[src/pkg/dge_map.vh]
// register map, field positions and reset values of the dual-edge pin logic
// assumes a 32-bit apb slave with byte addresses and word-aligned registers
`ifndef DGE_MAP_VH
`define DGE_MAP_VH

// apb decode
`define DGE_ADDR_W        8
`define DGE_ADDR_CTRL     8'h00
`define DGE_ADDR_STAT     8'h04
`define DGE_DATA_ZERO     32'h00000000

// control register fields
`define DGE_CTL_IN_REG    0
`define DGE_CTL_OUT_REG   1
`define DGE_CTL_OE_REG    2
`define DGE_CTL_DUAL      3
`define DGE_CTL_RESYNC    4
`define DGE_CTL_IN_FALL   5
`define DGE_CTL_OUT_FALL  6
`define DGE_CTL_OE_FALL   7
`define DGE_CTL_INVERT    8
`define DGE_CTL_DIFF_PIN  9
`define DGE_CTL_BYP_LO    10
`define DGE_CTL_BYP_HI    11
`define DGE_CTL_W         12
`define DGE_CTL_RESET     12'h000

// status register fields
`define DGE_STA_PAD       0
`define DGE_STA_OE        1
`define DGE_STA_OVF       2
`define DGE_STA_LVL_LO    4
`define DGE_STA_LVL_HI    5

// bypass destinations
`define DGE_BYP_NETS      4
`define DGE_BYP_W         2

// receive word and buffer
`define DGE_WORD_W        2
`define DGE_BUF_CNT_W     2
`define DGE_BUF_EMPTY     2'h0
`define DGE_BUF_ONE       2'h1
`define DGE_BUF_FULL      2'h2

`endif

[src/hdl/dge_gpio_top.v]
// dual-edge pin logic between the core and one bidirectional pad
// assumes register clocks, core data and pad input are synchronous to
// core_clk; the pad wire itself is resolved outside from pad_o and pad_oe
//
// Contract
// - single-edge input appears on rx bit 0; dual-edge puts the rising sample on bit 0 and the falling sample on bit 1.
// - single-edge output drives tx bit 0; dual-edge launches bit 0 on the rising edge and bit 1 on the falling edge.
// - with no input register the pad feeds a bypass output routed to one of four reference or global nets.
// - the core output enable gates the pad driver and may pass through a register first.
// - output data and output-enable registers are timed by the transmit register clock.
// - input capture registers are timed by the separate receive register clock.
// - dual-edge mode samples or launches on both edges; transmit and resync input exchange a two-bit word per clock cycle, normal input one per edge.
// - normal dual-edge mode passes each bit on the very edge it was captured or launched.
// - resync dual-edge mode moves both bits of a pair to or from the core on the rising edge only.
// - in resync input mode the falling sample is held a further half period to emerge with the rising sample.
// - pins that borrow differential resources never use dual-edge capture or launch.
// - every register may trigger on either the rising or the falling edge of its clock.
// - input and output paths are chosen registered or unregistered independently.
// - dual-edge output serialises the two bits onto the pad at twice the clock rate.
//
// The address map and the APB slave port are this design's own decisions.
`timescale 1ns/1ps
`include "dge_map.vh"

module dge_gpio_top (
    // clock and reset
    input  wire                    core_clk,
    input  wire                    rstn,
    // apb slave
    input  wire                    psel,
    input  wire                    penable,
    input  wire                    pwrite,
    input  wire [`DGE_ADDR_W-1:0]  paddr,
    input  wire [31:0]             pwdata,
    output reg  [31:0]             prdata,
    output reg                     pready,
    output reg                     pslverr,
    // register clocks from the core clock tree
    input  wire                    rx_reg_clock,
    input  wire                    tx_reg_clock,
    // transmit side from the core
    input  wire                    tx_rise_bit,
    input  wire                    tx_fall_bit,
    input  wire                    core_oe,
    // receive side to the core
    output wire                    rx_rise_bit,
    output wire                    rx_fall_bit,
    output wire                    rx_valid,
    input  wire                    rx_ready,
    // unregistered bypass feeds
    output reg                     bypass_feed,
    output wire                    global_clock_net,
    output wire                    global_control_net,
    output wire                    synth_ref_clock,
    output wire                    camera_link_ref_clock,
    // pad
    input  wire                    pad_i,
    output reg                     pad_o,
    output reg                     pad_oe
);

    // configuration and status state
    reg  [`DGE_CTL_W-1:0]       ctrl_r;
    reg                         ovf_r;
    // register clock edge detection
    reg                         rxc_q_r;
    reg                         rxc_d_r;
    reg                         txc_q_r;
    reg                         txc_d_r;
    // input capture state
    reg                         pad_q_r;
    reg                         pad_last_r;
    reg                         hi_cap_r;
    reg                         lo_cap_r;
    // output launch state
    reg                         out_lo_r;
    reg                         ser_r;
    reg                         oe_r;
    // bypass routing
    reg  [`DGE_BYP_NETS-1:0]    byp_net_r;
    // combinational terms
    reg                         push_nxt;
    reg  [`DGE_WORD_W-1:0]      word_nxt;
    wire                        in_reg;
    wire                        out_reg;
    wire                        oe_reg;
    wire                        dual_ok;
    wire                        resync;
    wire                        rx_rise_ev;
    wire                        rx_fall_ev;
    wire                        tx_rise_ev;
    wire                        tx_fall_ev;
    wire                        in_edge;
    wire                        out_edge;
    wire                        oe_edge;
    wire                        buf_ready;
    wire [`DGE_BUF_CNT_W-1:0]   buf_level;
    wire [`DGE_BYP_W-1:0]       byp_sel;
    wire                        apb_setup;
    wire                        apb_write;
    wire                        ovf_set;
    wire                        ovf_clr;

    // configuration fields
    assign in_reg  = ctrl_r[`DGE_CTL_IN_REG];
    assign out_reg = ctrl_r[`DGE_CTL_OUT_REG];
    assign oe_reg  = ctrl_r[`DGE_CTL_OE_REG];
    assign resync  = ctrl_r[`DGE_CTL_RESYNC];
    assign byp_sel = ctrl_r[`DGE_CTL_BYP_HI:`DGE_CTL_BYP_LO];
    // a differential-resource pin silently falls back to single edge
    assign dual_ok = ctrl_r[`DGE_CTL_DUAL] & ~ctrl_r[`DGE_CTL_DIFF_PIN];

    // register clocks are sampled, so their edges become one-cycle events
    assign rx_rise_ev = rxc_q_r & ~rxc_d_r;
    assign rx_fall_ev = ~rxc_q_r & rxc_d_r;
    assign tx_rise_ev = txc_q_r & ~txc_d_r;
    assign tx_fall_ev = ~txc_q_r & txc_d_r;

    // per-register trigger edge choice
    assign in_edge  = ctrl_r[`DGE_CTL_IN_FALL] ? rx_fall_ev : rx_rise_ev;
    assign out_edge = ctrl_r[`DGE_CTL_OUT_FALL] ? tx_fall_ev : tx_rise_ev;
    assign oe_edge  = ctrl_r[`DGE_CTL_OE_FALL] ? tx_fall_ev : tx_rise_ev;

    // clock edge and pad sampling; pad_q_r lines up with the edge events
    always @(posedge core_clk or negedge rstn) begin
        if (!rstn) begin
            rxc_q_r <= 1'b0;
            rxc_d_r <= 1'b0;
            txc_q_r <= 1'b0;
            txc_d_r <= 1'b0;
            pad_q_r <= 1'b0;
        end else begin
            rxc_q_r <= rx_reg_clock;
            rxc_d_r <= rxc_q_r;
            txc_q_r <= tx_reg_clock;
            txc_d_r <= txc_q_r;
            pad_q_r <= pad_i;
        end
    end

    // receive word selection per mode
    always @* begin
        push_nxt = 1'b0;
        word_nxt = {`DGE_WORD_W{1'b0}};
        if (!in_reg) begin
            // unregistered: forward only changes, so a steady pad pushes no words
            push_nxt = (pad_q_r != pad_last_r);
            word_nxt = {1'b0, pad_q_r};
        end else if (dual_ok) begin
            if (resync) begin
                // falling sample held since the last fall joins the rise
                push_nxt = rx_rise_ev;
                word_nxt = {lo_cap_r, pad_q_r};
            end else if (rx_rise_ev) begin
                push_nxt = 1'b1;
                word_nxt = {lo_cap_r, pad_q_r};
            end else if (rx_fall_ev) begin
                push_nxt = 1'b1;
                word_nxt = {pad_q_r, hi_cap_r};
            end
        end else begin
            push_nxt = in_edge;
            word_nxt = {1'b0, pad_q_r};
        end
    end

    // lane capture registers on the receive clock
    always @(posedge core_clk or negedge rstn) begin
        if (!rstn) begin
            hi_cap_r   <= 1'b0;
            lo_cap_r   <= 1'b0;
            pad_last_r <= 1'b0;
        end else begin
            pad_last_r <= pad_q_r;
            if (dual_ok && rx_rise_ev) begin
                hi_cap_r <= pad_q_r;
            end
            if (dual_ok && rx_fall_ev) begin
                lo_cap_r <= pad_q_r;
            end
        end
    end

    // a stalled reader keeps two words; a third word is flagged as lost
    dge_buf2 #(
        .WIDTH      (`DGE_WORD_W)
    ) u_rx_buf (
        .core_clk   (core_clk),
        .rstn       (rstn),
        .in_valid   (push_nxt),
        .in_ready   (buf_ready),
        .in_data    (word_nxt),
        .out_valid  (rx_valid),
        .out_ready  (rx_ready),
        .out_data   ({rx_fall_bit, rx_rise_bit}),
        .level      (buf_level)
    );

    // transmit launch: ser_r is the bit currently meant for the pad
    always @(posedge core_clk or negedge rstn) begin
        if (!rstn) begin
            out_lo_r <= 1'b0;
            ser_r    <= 1'b0;
        end else begin
            if (!out_reg) begin
                ser_r <= tx_rise_bit;
            end else if (dual_ok) begin
                if (tx_rise_ev) begin
                    ser_r <= tx_rise_bit;
                    if (resync) begin
                        // both bits taken together on the rising edge
                        out_lo_r <= tx_fall_bit;
                    end
                end else if (tx_fall_ev) begin
                    if (resync) begin
                        ser_r <= out_lo_r;
                    end else begin
                        // normal mode takes the low lane on its own edge
                        ser_r <= tx_fall_bit;
                    end
                end
            end else if (out_edge) begin
                ser_r <= tx_rise_bit;
            end
        end
    end

    // output enable, registered on the transmit clock or passed straight
    always @(posedge core_clk or negedge rstn) begin
        if (!rstn) begin
            oe_r <= 1'b0;
        end else if (!oe_reg) begin
            oe_r <= core_oe;
        end else if (oe_edge) begin
            oe_r <= core_oe;
        end
    end

    // pad driver; value parked low while undriven to avoid toggling noise
    always @(posedge core_clk or negedge rstn) begin
        if (!rstn) begin
            pad_o  <= 1'b0;
            pad_oe <= 1'b0;
        end else begin
            pad_oe <= oe_r;
            if (!oe_r) begin
                pad_o <= 1'b0;
            end else if (out_reg && ctrl_r[`DGE_CTL_INVERT]) begin
                pad_o <= ~ser_r;
            end else begin
                pad_o <= ser_r;
            end
        end
    end

    // bypass nets: only live while the input path is unregistered
    always @(posedge core_clk or negedge rstn) begin
        if (!rstn) begin
            bypass_feed <= 1'b0;
        end else begin
            bypass_feed <= ~in_reg & pad_q_r;
        end
    end

    genvar gi;
    generate
        for (gi = 0; gi < `DGE_BYP_NETS; gi = gi + 1) begin : g_byp
            localparam [`DGE_BYP_W-1:0] SEL = gi;
            // each destination net sees the pad only when selected
            always @(posedge core_clk or negedge rstn) begin
                if (!rstn) begin
                    byp_net_r[gi] <= 1'b0;
                end else begin
                    byp_net_r[gi] <= ~in_reg & pad_q_r &
                                     (byp_sel == SEL);
                end
            end
        end
    endgenerate

    assign global_clock_net      = byp_net_r[0];
    assign global_control_net    = byp_net_r[1];
    assign synth_ref_clock       = byp_net_r[2];
    assign camera_link_ref_clock = byp_net_r[3];

    // apb phases: answer is prepared in setup, pready high in access
    assign apb_setup = psel & ~penable;
    assign apb_write = psel & penable & pwrite & pready;

    // lost-word flag: a new loss wins over a clear in the same cycle
    assign ovf_set = push_nxt & ~buf_ready;
    assign ovf_clr = apb_write && !pslverr && (paddr == `DGE_ADDR_STAT) &&
                     pwdata[`DGE_STA_OVF];

    // control register write
    always @(posedge core_clk or negedge rstn) begin
        if (!rstn) begin
            ctrl_r <= `DGE_CTL_RESET;
        end else if (apb_write && !pslverr &&
                     (paddr == `DGE_ADDR_CTRL)) begin
            ctrl_r <= pwdata[`DGE_CTL_W-1:0];
        end
    end

    // sticky overflow flag
    always @(posedge core_clk or negedge rstn) begin
        if (!rstn) begin
            ovf_r <= 1'b0;
        end else if (ovf_set) begin
            ovf_r <= 1'b1;
        end else if (ovf_clr) begin
            ovf_r <= 1'b0;
        end
    end

    // apb answer: one wait-free access phase, read data from setup
    always @(posedge core_clk or negedge rstn) begin
        if (!rstn) begin
            prdata  <= `DGE_DATA_ZERO;
            pready  <= 1'b0;
            pslverr <= 1'b0;
        end else begin
            pready  <= apb_setup;
            pslverr <= 1'b0;
            if (apb_setup) begin
                prdata <= `DGE_DATA_ZERO;
                if (paddr == `DGE_ADDR_CTRL) begin
                    prdata[`DGE_CTL_W-1:0] <= ctrl_r;
                end else if (paddr == `DGE_ADDR_STAT) begin
                    prdata[`DGE_STA_PAD] <= pad_q_r;
                    prdata[`DGE_STA_OE]  <= oe_r;
                    prdata[`DGE_STA_OVF] <= ovf_r;
                    prdata[`DGE_STA_LVL_HI:`DGE_STA_LVL_LO] <= buf_level;
                end else begin
                    // unmapped address: error, reads zero, writes dropped
                    pslverr <= 1'b1;
                end
            end
        end
    end

endmodule

[src/hdl/dge_buf2.v]
// two-entry receive buffer with valid and ready on both sides
// assumes one clock; head entry and valid come straight from flops
`timescale 1ns/1ps
`include "dge_map.vh"

module dge_buf2 #(
    parameter WIDTH = `DGE_WORD_W
) (
    // clock and reset
    input  wire                      core_clk,
    input  wire                      rstn,
    // filling side
    input  wire                      in_valid,
    output wire                      in_ready,
    input  wire [WIDTH-1:0]          in_data,
    // draining side
    output reg                       out_valid,
    input  wire                      out_ready,
    output reg  [WIDTH-1:0]          out_data,
    // fill level
    output reg  [`DGE_BUF_CNT_W-1:0] level
);

    reg  [WIDTH-1:0]          tail_r;
    reg  [`DGE_BUF_CNT_W-1:0] level_nxt;
    wire                      push;
    wire                      pop;

    // full is honest: a stalled reader lets it fill and refuse
    assign in_ready = (level != `DGE_BUF_FULL);
    assign push     = in_valid & in_ready;
    assign pop      = out_valid & out_ready;

    // next fill level
    always @* begin
        level_nxt = level;
        if (push & ~pop) begin
            level_nxt = level + `DGE_BUF_ONE;
        end else if (pop & ~push) begin
            level_nxt = level - `DGE_BUF_ONE;
        end
    end

    // head shifts forward on a pop so out_data stays a register
    always @(posedge core_clk or negedge rstn) begin
        if (!rstn) begin
            out_data  <= {WIDTH{1'b0}};
            tail_r    <= {WIDTH{1'b0}};
            level     <= `DGE_BUF_EMPTY;
            out_valid <= 1'b0;
        end else begin
            if (push & pop) begin
                if (level == `DGE_BUF_ONE) begin
                    out_data <= in_data;
                end else begin
                    out_data <= tail_r;
                    tail_r   <= in_data;
                end
            end else if (push) begin
                if (level == `DGE_BUF_EMPTY) begin
                    out_data <= in_data;
                end else begin
                    tail_r <= in_data;
                end
            end else if (pop) begin
                out_data <= tail_r;
            end
            level     <= level_nxt;
            out_valid <= (level_nxt != `DGE_BUF_EMPTY);
        end
    end

endmodule

[config.mk]
export PLATFORM = sky130hd
export DESIGN_NAME = dge_gpio_top
export DESIGN_NICKNAME = d
export VERILOG_FILES = /design/src/hdl/dge_gpio_top.v /design/src/hdl/dge_buf2.v
export VERILOG_INCLUDE_DIRS = /design/src /design/src/pkg
export SDC_FILE = /design/constraint.sdc
export NUM_CORES = 1
export LEC_CHECK = 0
export ABC_AREA = 0
export BUFFER_PORTS_ARGS = -buffer_cell sky130_fd_sc_hd__buf_2
export CAP_MARGIN = 40
export CORE_ASPECT_RATIO = 1.1
export CORE_UTILIZATION = 45
export CTS_BUF_LIST = sky130_fd_sc_hd__clkbuf_4
export DETAILED_ROUTE_END_ITERATION = 7
export PLACE_DENSITY = 0.82
export SKIP_LAST_GASP = 1
export SLEW_MARGIN = 20
export SYNTH_ARGS = -nofsm -noshare
export SYNTH_HDL_FRONTEND = slang
export SYNTH_SLANG_ARGS = --single-unit
[constraint.sdc]
create_clock -name core_clk -period 2.72 [get_ports core_clk]
set_input_delay 0 -clock core_clk [delete_from_list [all_inputs] [get_ports core_clk]]
set_output_delay 0 -clock core_clk [all_outputs]
set_load 0.005 [all_outputs]
; Word level (Yosys, flattened, before mapping)
; Index checks and enable logic that the tools add are counted.
[word_totals]
input_bits = 52
elab_cells = 137
regBits = 52
out_inout_bits = 44
[classes]
n_eq_ne = 13
n_bitwise = 31
addsub = 2
reduce_logical = 19
muxes = 45
[ops]
columns = operator, count
row1 = $mux W2, 18
row2 = $mux W1, 24
row3 = $and A1 B1 Y1, 20
row4 = $not A1 Y1, 11
row5 = $eq A8 B3 Y1 const B, 1
row6 = $logic_not A8 Y1, 1
row7 = $logic_and A1 B1 Y1, 7
row8 = $mux W3, 2
row9 = $mux W6, 1
row10 = $reduce_bool A2 Y1, 3
row11 = $eq A2 B1 Y1 const B, 2
row12 = $eq A2 B2 Y1 const B, 2
row13 = $logic_not A2 Y1, 2
row14 = $ne A2 B1 Y1 const B, 2
row15 = $ne A2 B2 Y1 const B, 2
row16 = $ne A4 B2 Y1 const B, 1
row17 = $reduce_and A2 Y1, 2
row18 = $reduce_and A4 Y1, 1
row19 = $ne A3 B1 Y1 const B, 1
row20 = $ne A3 B3 Y1 const B, 1
row21 = $reduce_and A3 Y1, 1
row22 = $reduce_bool A3 Y1, 1
row23 = $add A2 B1 Y2 const B, 1
row24 = $sub A2 B1 Y2 const B, 1
row25 = 2 further kinds, 2

; Depth between registers and ports, before layout
[depth]
depth_word = 13
depth_mapped = 8
mapped_depth_nobuf = 7

; Cells and area by module
; A second synthesis with hierarchy kept.
[hier_totals]
cells_unflattened = 211
area_unflattened_um2 = 2529.9
[modules_own_cells]
columns = mod, instances, area_each_um2, seq_area_each_um2, cells_each
row1 = dge_gpio_top, 1, 2094.5, 1126.1, 167
row2 = dge_buf2, 1, 435.4, 175.2, 44

; Least setup slack after synthesis
; No wires, ideal clock.
[synth_path]
kind = register to register
start = register rxc_q_r
end = register u_rx_buf.out_data[1]
period_less_slack_ns = 1.777
required_ns = 2.589
path_buffers = 1
slack_ns = 0.943
setup_ns = 0.131
arrival_ns = 1.647
path_stages_with_launch = 8
cell_sequence = dfrtp_1 > ha_1 > and2_1 > o32ai_1 > nor3b_2 > buf_2 > a221oi_1 > a31oi_1
[synth_via]
elab_chain_len = 11
elab_cells_between_ends = 23
classes_between = eq/ne (1) / mux (15) / bitwise (5) / reduce/logical (2)
[synth_rtl]
columns = item, line_no
row1 = start: declaration, dge_gpio_top.v:66  ; reg rxc_q_r;
row2 = start signal: assignment, dge_gpio_top.v:133  ; rxc_q_r <= rx_reg_clock;
row3 = $not A1 Y1, dge_gpio_top.v:115  ; assign rx_fall_ev = ~rxc_q_r & rxc_d_r;
row4 = $and A1 B1 Y1, dge_gpio_top.v:115
row5 = $mux W1, dge_gpio_top.v:157  ; end else if (rx_fall_ev) begin
row6 = $mux W1, dge_gpio_top.v:154  ; end else if (rx_rise_ev) begin
row7 = $mux W1, dge_gpio_top.v:150  ; if (resync) begin
row8 = $mux W1, dge_gpio_top.v:149  ; end else if (dual_ok) begin
row9 = $mux W1, dge_gpio_top.v:145  ; if (!in_reg) begin
row10 = $and A1 B1 Y1, dge_buf2.v:31  ; assign push = in_valid & in_ready;
row11 = $and A1 B1 Y1, dge_buf2.v:52  ; if (push & pop) begin
row12 = $ne A3 B3 Y1 (no source line) or $reduce_bool A3 Y1 (tied branches), -
row13 = $reduce_and A2 Y1 (no source line), -
row14 = end signal: assignment, dge_buf2.v:54  ; out_data <= in_data;
row15 = end signal: assignment, dge_buf2.v:56  ; out_data <= tail_r;
row16 = end signal: assignment, dge_buf2.v:61  ; out_data <= in_data;
row17 = end: declaration, dge_buf2.v:19  ; output reg [WIDTH-1:0] out_data,
; Parallel ways exist; a longest one is shown, timed or not. The select of a mux whose other input is x is not followed.
; A chain may end at the register's enable or synchronous reset.

; Final worst setup path
[layout_path]
start = register rxc_q_r
end = register u_rx_buf.out_valid
[layout_via]
elab_chain_len = 13
elab_cells_between_ends = 16
classes_between = mux (8) / bitwise (7) / reduce/logical (1)
[layout_rtl]
columns = item, line_no
row1 = $not A1 Y1, dge_gpio_top.v:115
row2 = $and A1 B1 Y1, dge_gpio_top.v:115
row3 = $mux W1, dge_gpio_top.v:157
row4 = $mux W1, dge_gpio_top.v:154
row5 = $mux W1, dge_gpio_top.v:150
row6 = $mux W1 *, dge_gpio_top.v:149
row7 = $mux W1 *, dge_gpio_top.v:145
row8 = $and A1 B1 Y1 *, dge_buf2.v:31
row9 = $not A1 Y1, dge_buf2.v:39  ; end else if (pop & ~push) begin
row10 = $and A1 B1 Y1, dge_buf2.v:39
row11 = $mux W2, dge_buf2.v:39
row12 = $mux W2 *, dge_buf2.v:37  ; if (push & ~pop) begin
row13 = $reduce_bool A2 Y1 (no source line) *, -
row14 = end signal: assignment, dge_buf2.v:69  ; out_valid <= (level_nxt != `DGE_BUF_EMPTY);
row15 = end: declaration, dge_buf2.v:17  ; output reg out_valid,
; Mark *: on every way between the ends. The rest lies on a longest branch, timed or not.

==> impl_metrics.tcl <==
set metrics [dict create \
    crit_path_cell_trace "ha_1 > and2_1 > o32ai_1 > nor3b_2 > buf_4 > xor2_1 > a211oi_1" \
    p_leak_nw 1.60 \
    htree_levels 2 \
    pre_cts_slack_ns 0.773 \
    worstPathRequired_ns 3.00 \
    crit_path_top_delay_cell "dfrtp_1" \
    final.setup.tns_ns 0 \
    skew_ns 0.0147 \
    post_cts_buffers 0 \
    post_drt_wl_per_cell_um 12.0 \
    clkPwrFrac_pct 22.5 \
    max_freq_mhz 493 \
    hold_viol 0 \
    clkTransAtPathRegs_ns 0.16 \
    grt_pass1_wl_um 7170 \
    dieWidth_um 73.4 \
    ir_drop_uv 288 \
    rsz0062_at_grt "false" \
    grt_util_all_layers_pct 15.8 \
    ant_nets 0 \
    p_comb_share_pct 23.3 \
    slew_headroom_pct 59.5 \
    status "completed" \
    gp_congestion 0.783 \
    worstMarginPinSlew_ns 0.607 \
    dieArea_mm2 0.00590 \
    finalCritPeriodShare_pct 74.6 \
    hold_class "input port to flip-flop" \
    whs_ns 0.00795 \
    clk_latency_ns 0.38 \
    fin_nets 349 \
    wl_um 4370 \
    grt_pass1_vias 1589 \
    drc 0 \
    slowest_delay_ns 0.43 \
    crit_fanout 14 \
    drive_gt1_share_pct 30.7 \
    syn_to_final_growth_pct 22.0 \
    cts_buffers 5 \
    antenna_cells 0 \
    netSwitchingPower_w 0.000501 \
    ctsRootBufferMaster "clkbuf_4" \
    syn_area_per_cell_um2 11.9 \
    setup_viol 0 \
    avgViaCountPerCell 4.85 \
    maxSlewViolCount 0 \
    io_pins 96 \
    clock_path_buffers 2 \
    synth_seq_cells 52 \
    grt_max_degree 28 \
    core_area_mm2 0.00540 \
    synth_edf_count 0 \
    met2_usage_pct 25.4 \
    grt_busiest_layer "met2" \
    io_buffers 55 \
    firstDrtPassIters 5 \
    grt_antenna_before_repair 0 \
    async_flop_share_pct 100 \
    die_h_um 80.5 \
    synth-main-ff-cell "dfrtp_1" \
    r2r_setup_slack_ns 0.69 \
    cp-end-kind "flip-flop" \
    via_count 1772 \
    intPower_w 0.00112 \
    yosysSeqAreaShare_pct 51.6 \
    criticalPathCategory "flip-flop to flip-flop" \
    period_minus_slack_ns 2.03 \
    cellPowerDensity_mw_per_mm2 526 \
    synthesis.area_mm2 0.00252 \
    rows 28 \
    clock_sinks 52 \
    switching_share_pct 31.0 \
    ys_warn_count 0 \
    critPathBufInv 1 \
    worst_slack_ns 0.691 \
    gr-usage-met1_pct 21.2 \
    gr-total-overflow 0 \
    synth_cell_type_count 45 \
    cp-start-kind "flip-flop" \
    detail_route.iter0.violations 66 \
    syn-instance-count 211 \
    path_delay_family "compound AO/OA/AOI/OAI gates" \
    tritoncts "yes" \
    seq_power_share_pct 54.2 \
    detailed_place_hpwl_um 3180 \
    use_met3_pct 3.39 \
    cp_data_arrival_time_ns 2.31 \
    maxCapViolCount 0 \
    start_util_pct 46.7 \
]
## worst paths after layout
kind | startpoint | endpoint | depth (start not counted)
setup / recovery | rxc_q_r | u_rx_buf.out_valid | 7
hold / removal | paddr[5] | ovf_r | 5
setup reg to reg | rxc_q_r | u_rx_buf.out_valid | 7
hold reg to reg | txc_q_r | txc_d_r | 0
max in group asynchronous | rstn | prdata[0] | 3
min in group asynchronous | rstn | u_rx_buf.out_data[0] | 2
## sequential cells by signal (all words and copies together), names as in the netlist, 2 cells and up
name               count
ctrl_r                12
u_rx_buf.level         2
prdata                12
u_rx_buf.out_data      2
u_rx_buf.tail_r        2
## synth_stat cells, types with 2 or more instances
library cell	number	area [um2]
mux2_2	8	90.1
a211oi_1	2	15.0
a31oi_1	3	18.8
a221oi_1	2	17.5
a22o_1	7	61.3
a21oi_1	2	10.0
nand3b_1	2	15.0
nand2_1	20	75.1
xnor2_1	2	17.5
nand4_1	3	18.8
nand3_1	2	10.0
clkbuf_1	2	7.51
mux2_4	10	150
xor2_1	2	17.5
inv_1	10	37.5
dfrtp_1	52	1300
o21ai_0	10	50.1
nor2b_1	2	12.5
buf_4	20	150
mux2i_1	8	80.1
and2_1	2	12.5
ha_1	8	100
nor2_1	8	30.0
buf_2	3	15.0
## worst register-to-register path: cells and delay by family, from the launching register on
family / cells / cell delay (ns)
compound gates: 2 / 0.60
flops: 1 / 0.43
fa+ha+maj: 1 / 0.27
simple gates: 2 / 0.24
xor+xnor: 1 / 0.20
buf+inv: 1 / 0.19
## per-layer routing
metal  routed length [um]  vias up
met2                 2090       60
li1                     -      848
met3                  237        5
met5                    0        -
met4                   51        0
met1                 2000      859
## cells by family (layout without fill, tap and decap cells)
kind of cell,after synthesis,after routing,share of synthesized area [%]
DFF,52,52,51.6
buffers and inverters,36,96,8.79
adders and majority gates,9,9,4.37
AOI/OAI and AO/OA,34,34,9.34
and+or+nand+nor,49,49,11.6
xor gates and xnor gates,4,4,1.39
other,1,20,0.149
muxes,26,26,12.7
## final cells by class
class                   instances  area (um2)
clock buffers                   5        37.5
clock inverters                 3        25.0
fillers                       468        2320
inverters                      10        37.5
multi-input cells             142        1070
flip-flops and latches         52        1300
well taps                      75        93.8
repair buffers                 78         510
## cells in the final DEF (no fill, tap or decap), drive strengths merged, types with 2 or more instances in the layout
master        n
nor3b         3
ha            8
inv          12
xor2          2
conb         20
mux2i         8
nor2b         2
o21ai        10
nor2          8
mux2         18
nand4         3
xnor2         2
a21oi         2
a221oi        2
dfrtp        52
a211oi        2
buf          58
nand3         2
clkbuf        5
dlygate4sd3  20
a31oi         3
nand3b        3
a22o          7
and2          2
nand2        20
## what timing repair did
item                      CTS  global route
resized for setup           0             0
hold endpoints to repair   44             0
hold buffers               20             0
## stage by stage
step / instances / cell area [um2] / util (%) / power (W)
finish: 365 / 3070 / 57.0 / 0.00162
global route: 365 / 3070 / 57.0 / 0.00171
CTS: 365 / 3070 / 57.0 / 0.00162
detailed placement: 337 / 2810 / 52.1 / 0.00124
global placement: 336 / 2790 / 51.7 / 0.00123
floorplan: 230 / 2590 / - / 0.00115
## power groups by stage
stage	Combinational [W]	Sequential (W)	Clock (W)
final	0.000378	0.000876	0.000364
after global routing	0.000431	0.000886	0.000397
after CTS	0.000375	0.000876	0.000371
after detailed placement	0.000353	0.000891	0
after global placement	0.000337	0.000888	0
after floorplan	0.000263	0.000884	0
No activity file was read; power rests on OpenSTA's default activity.
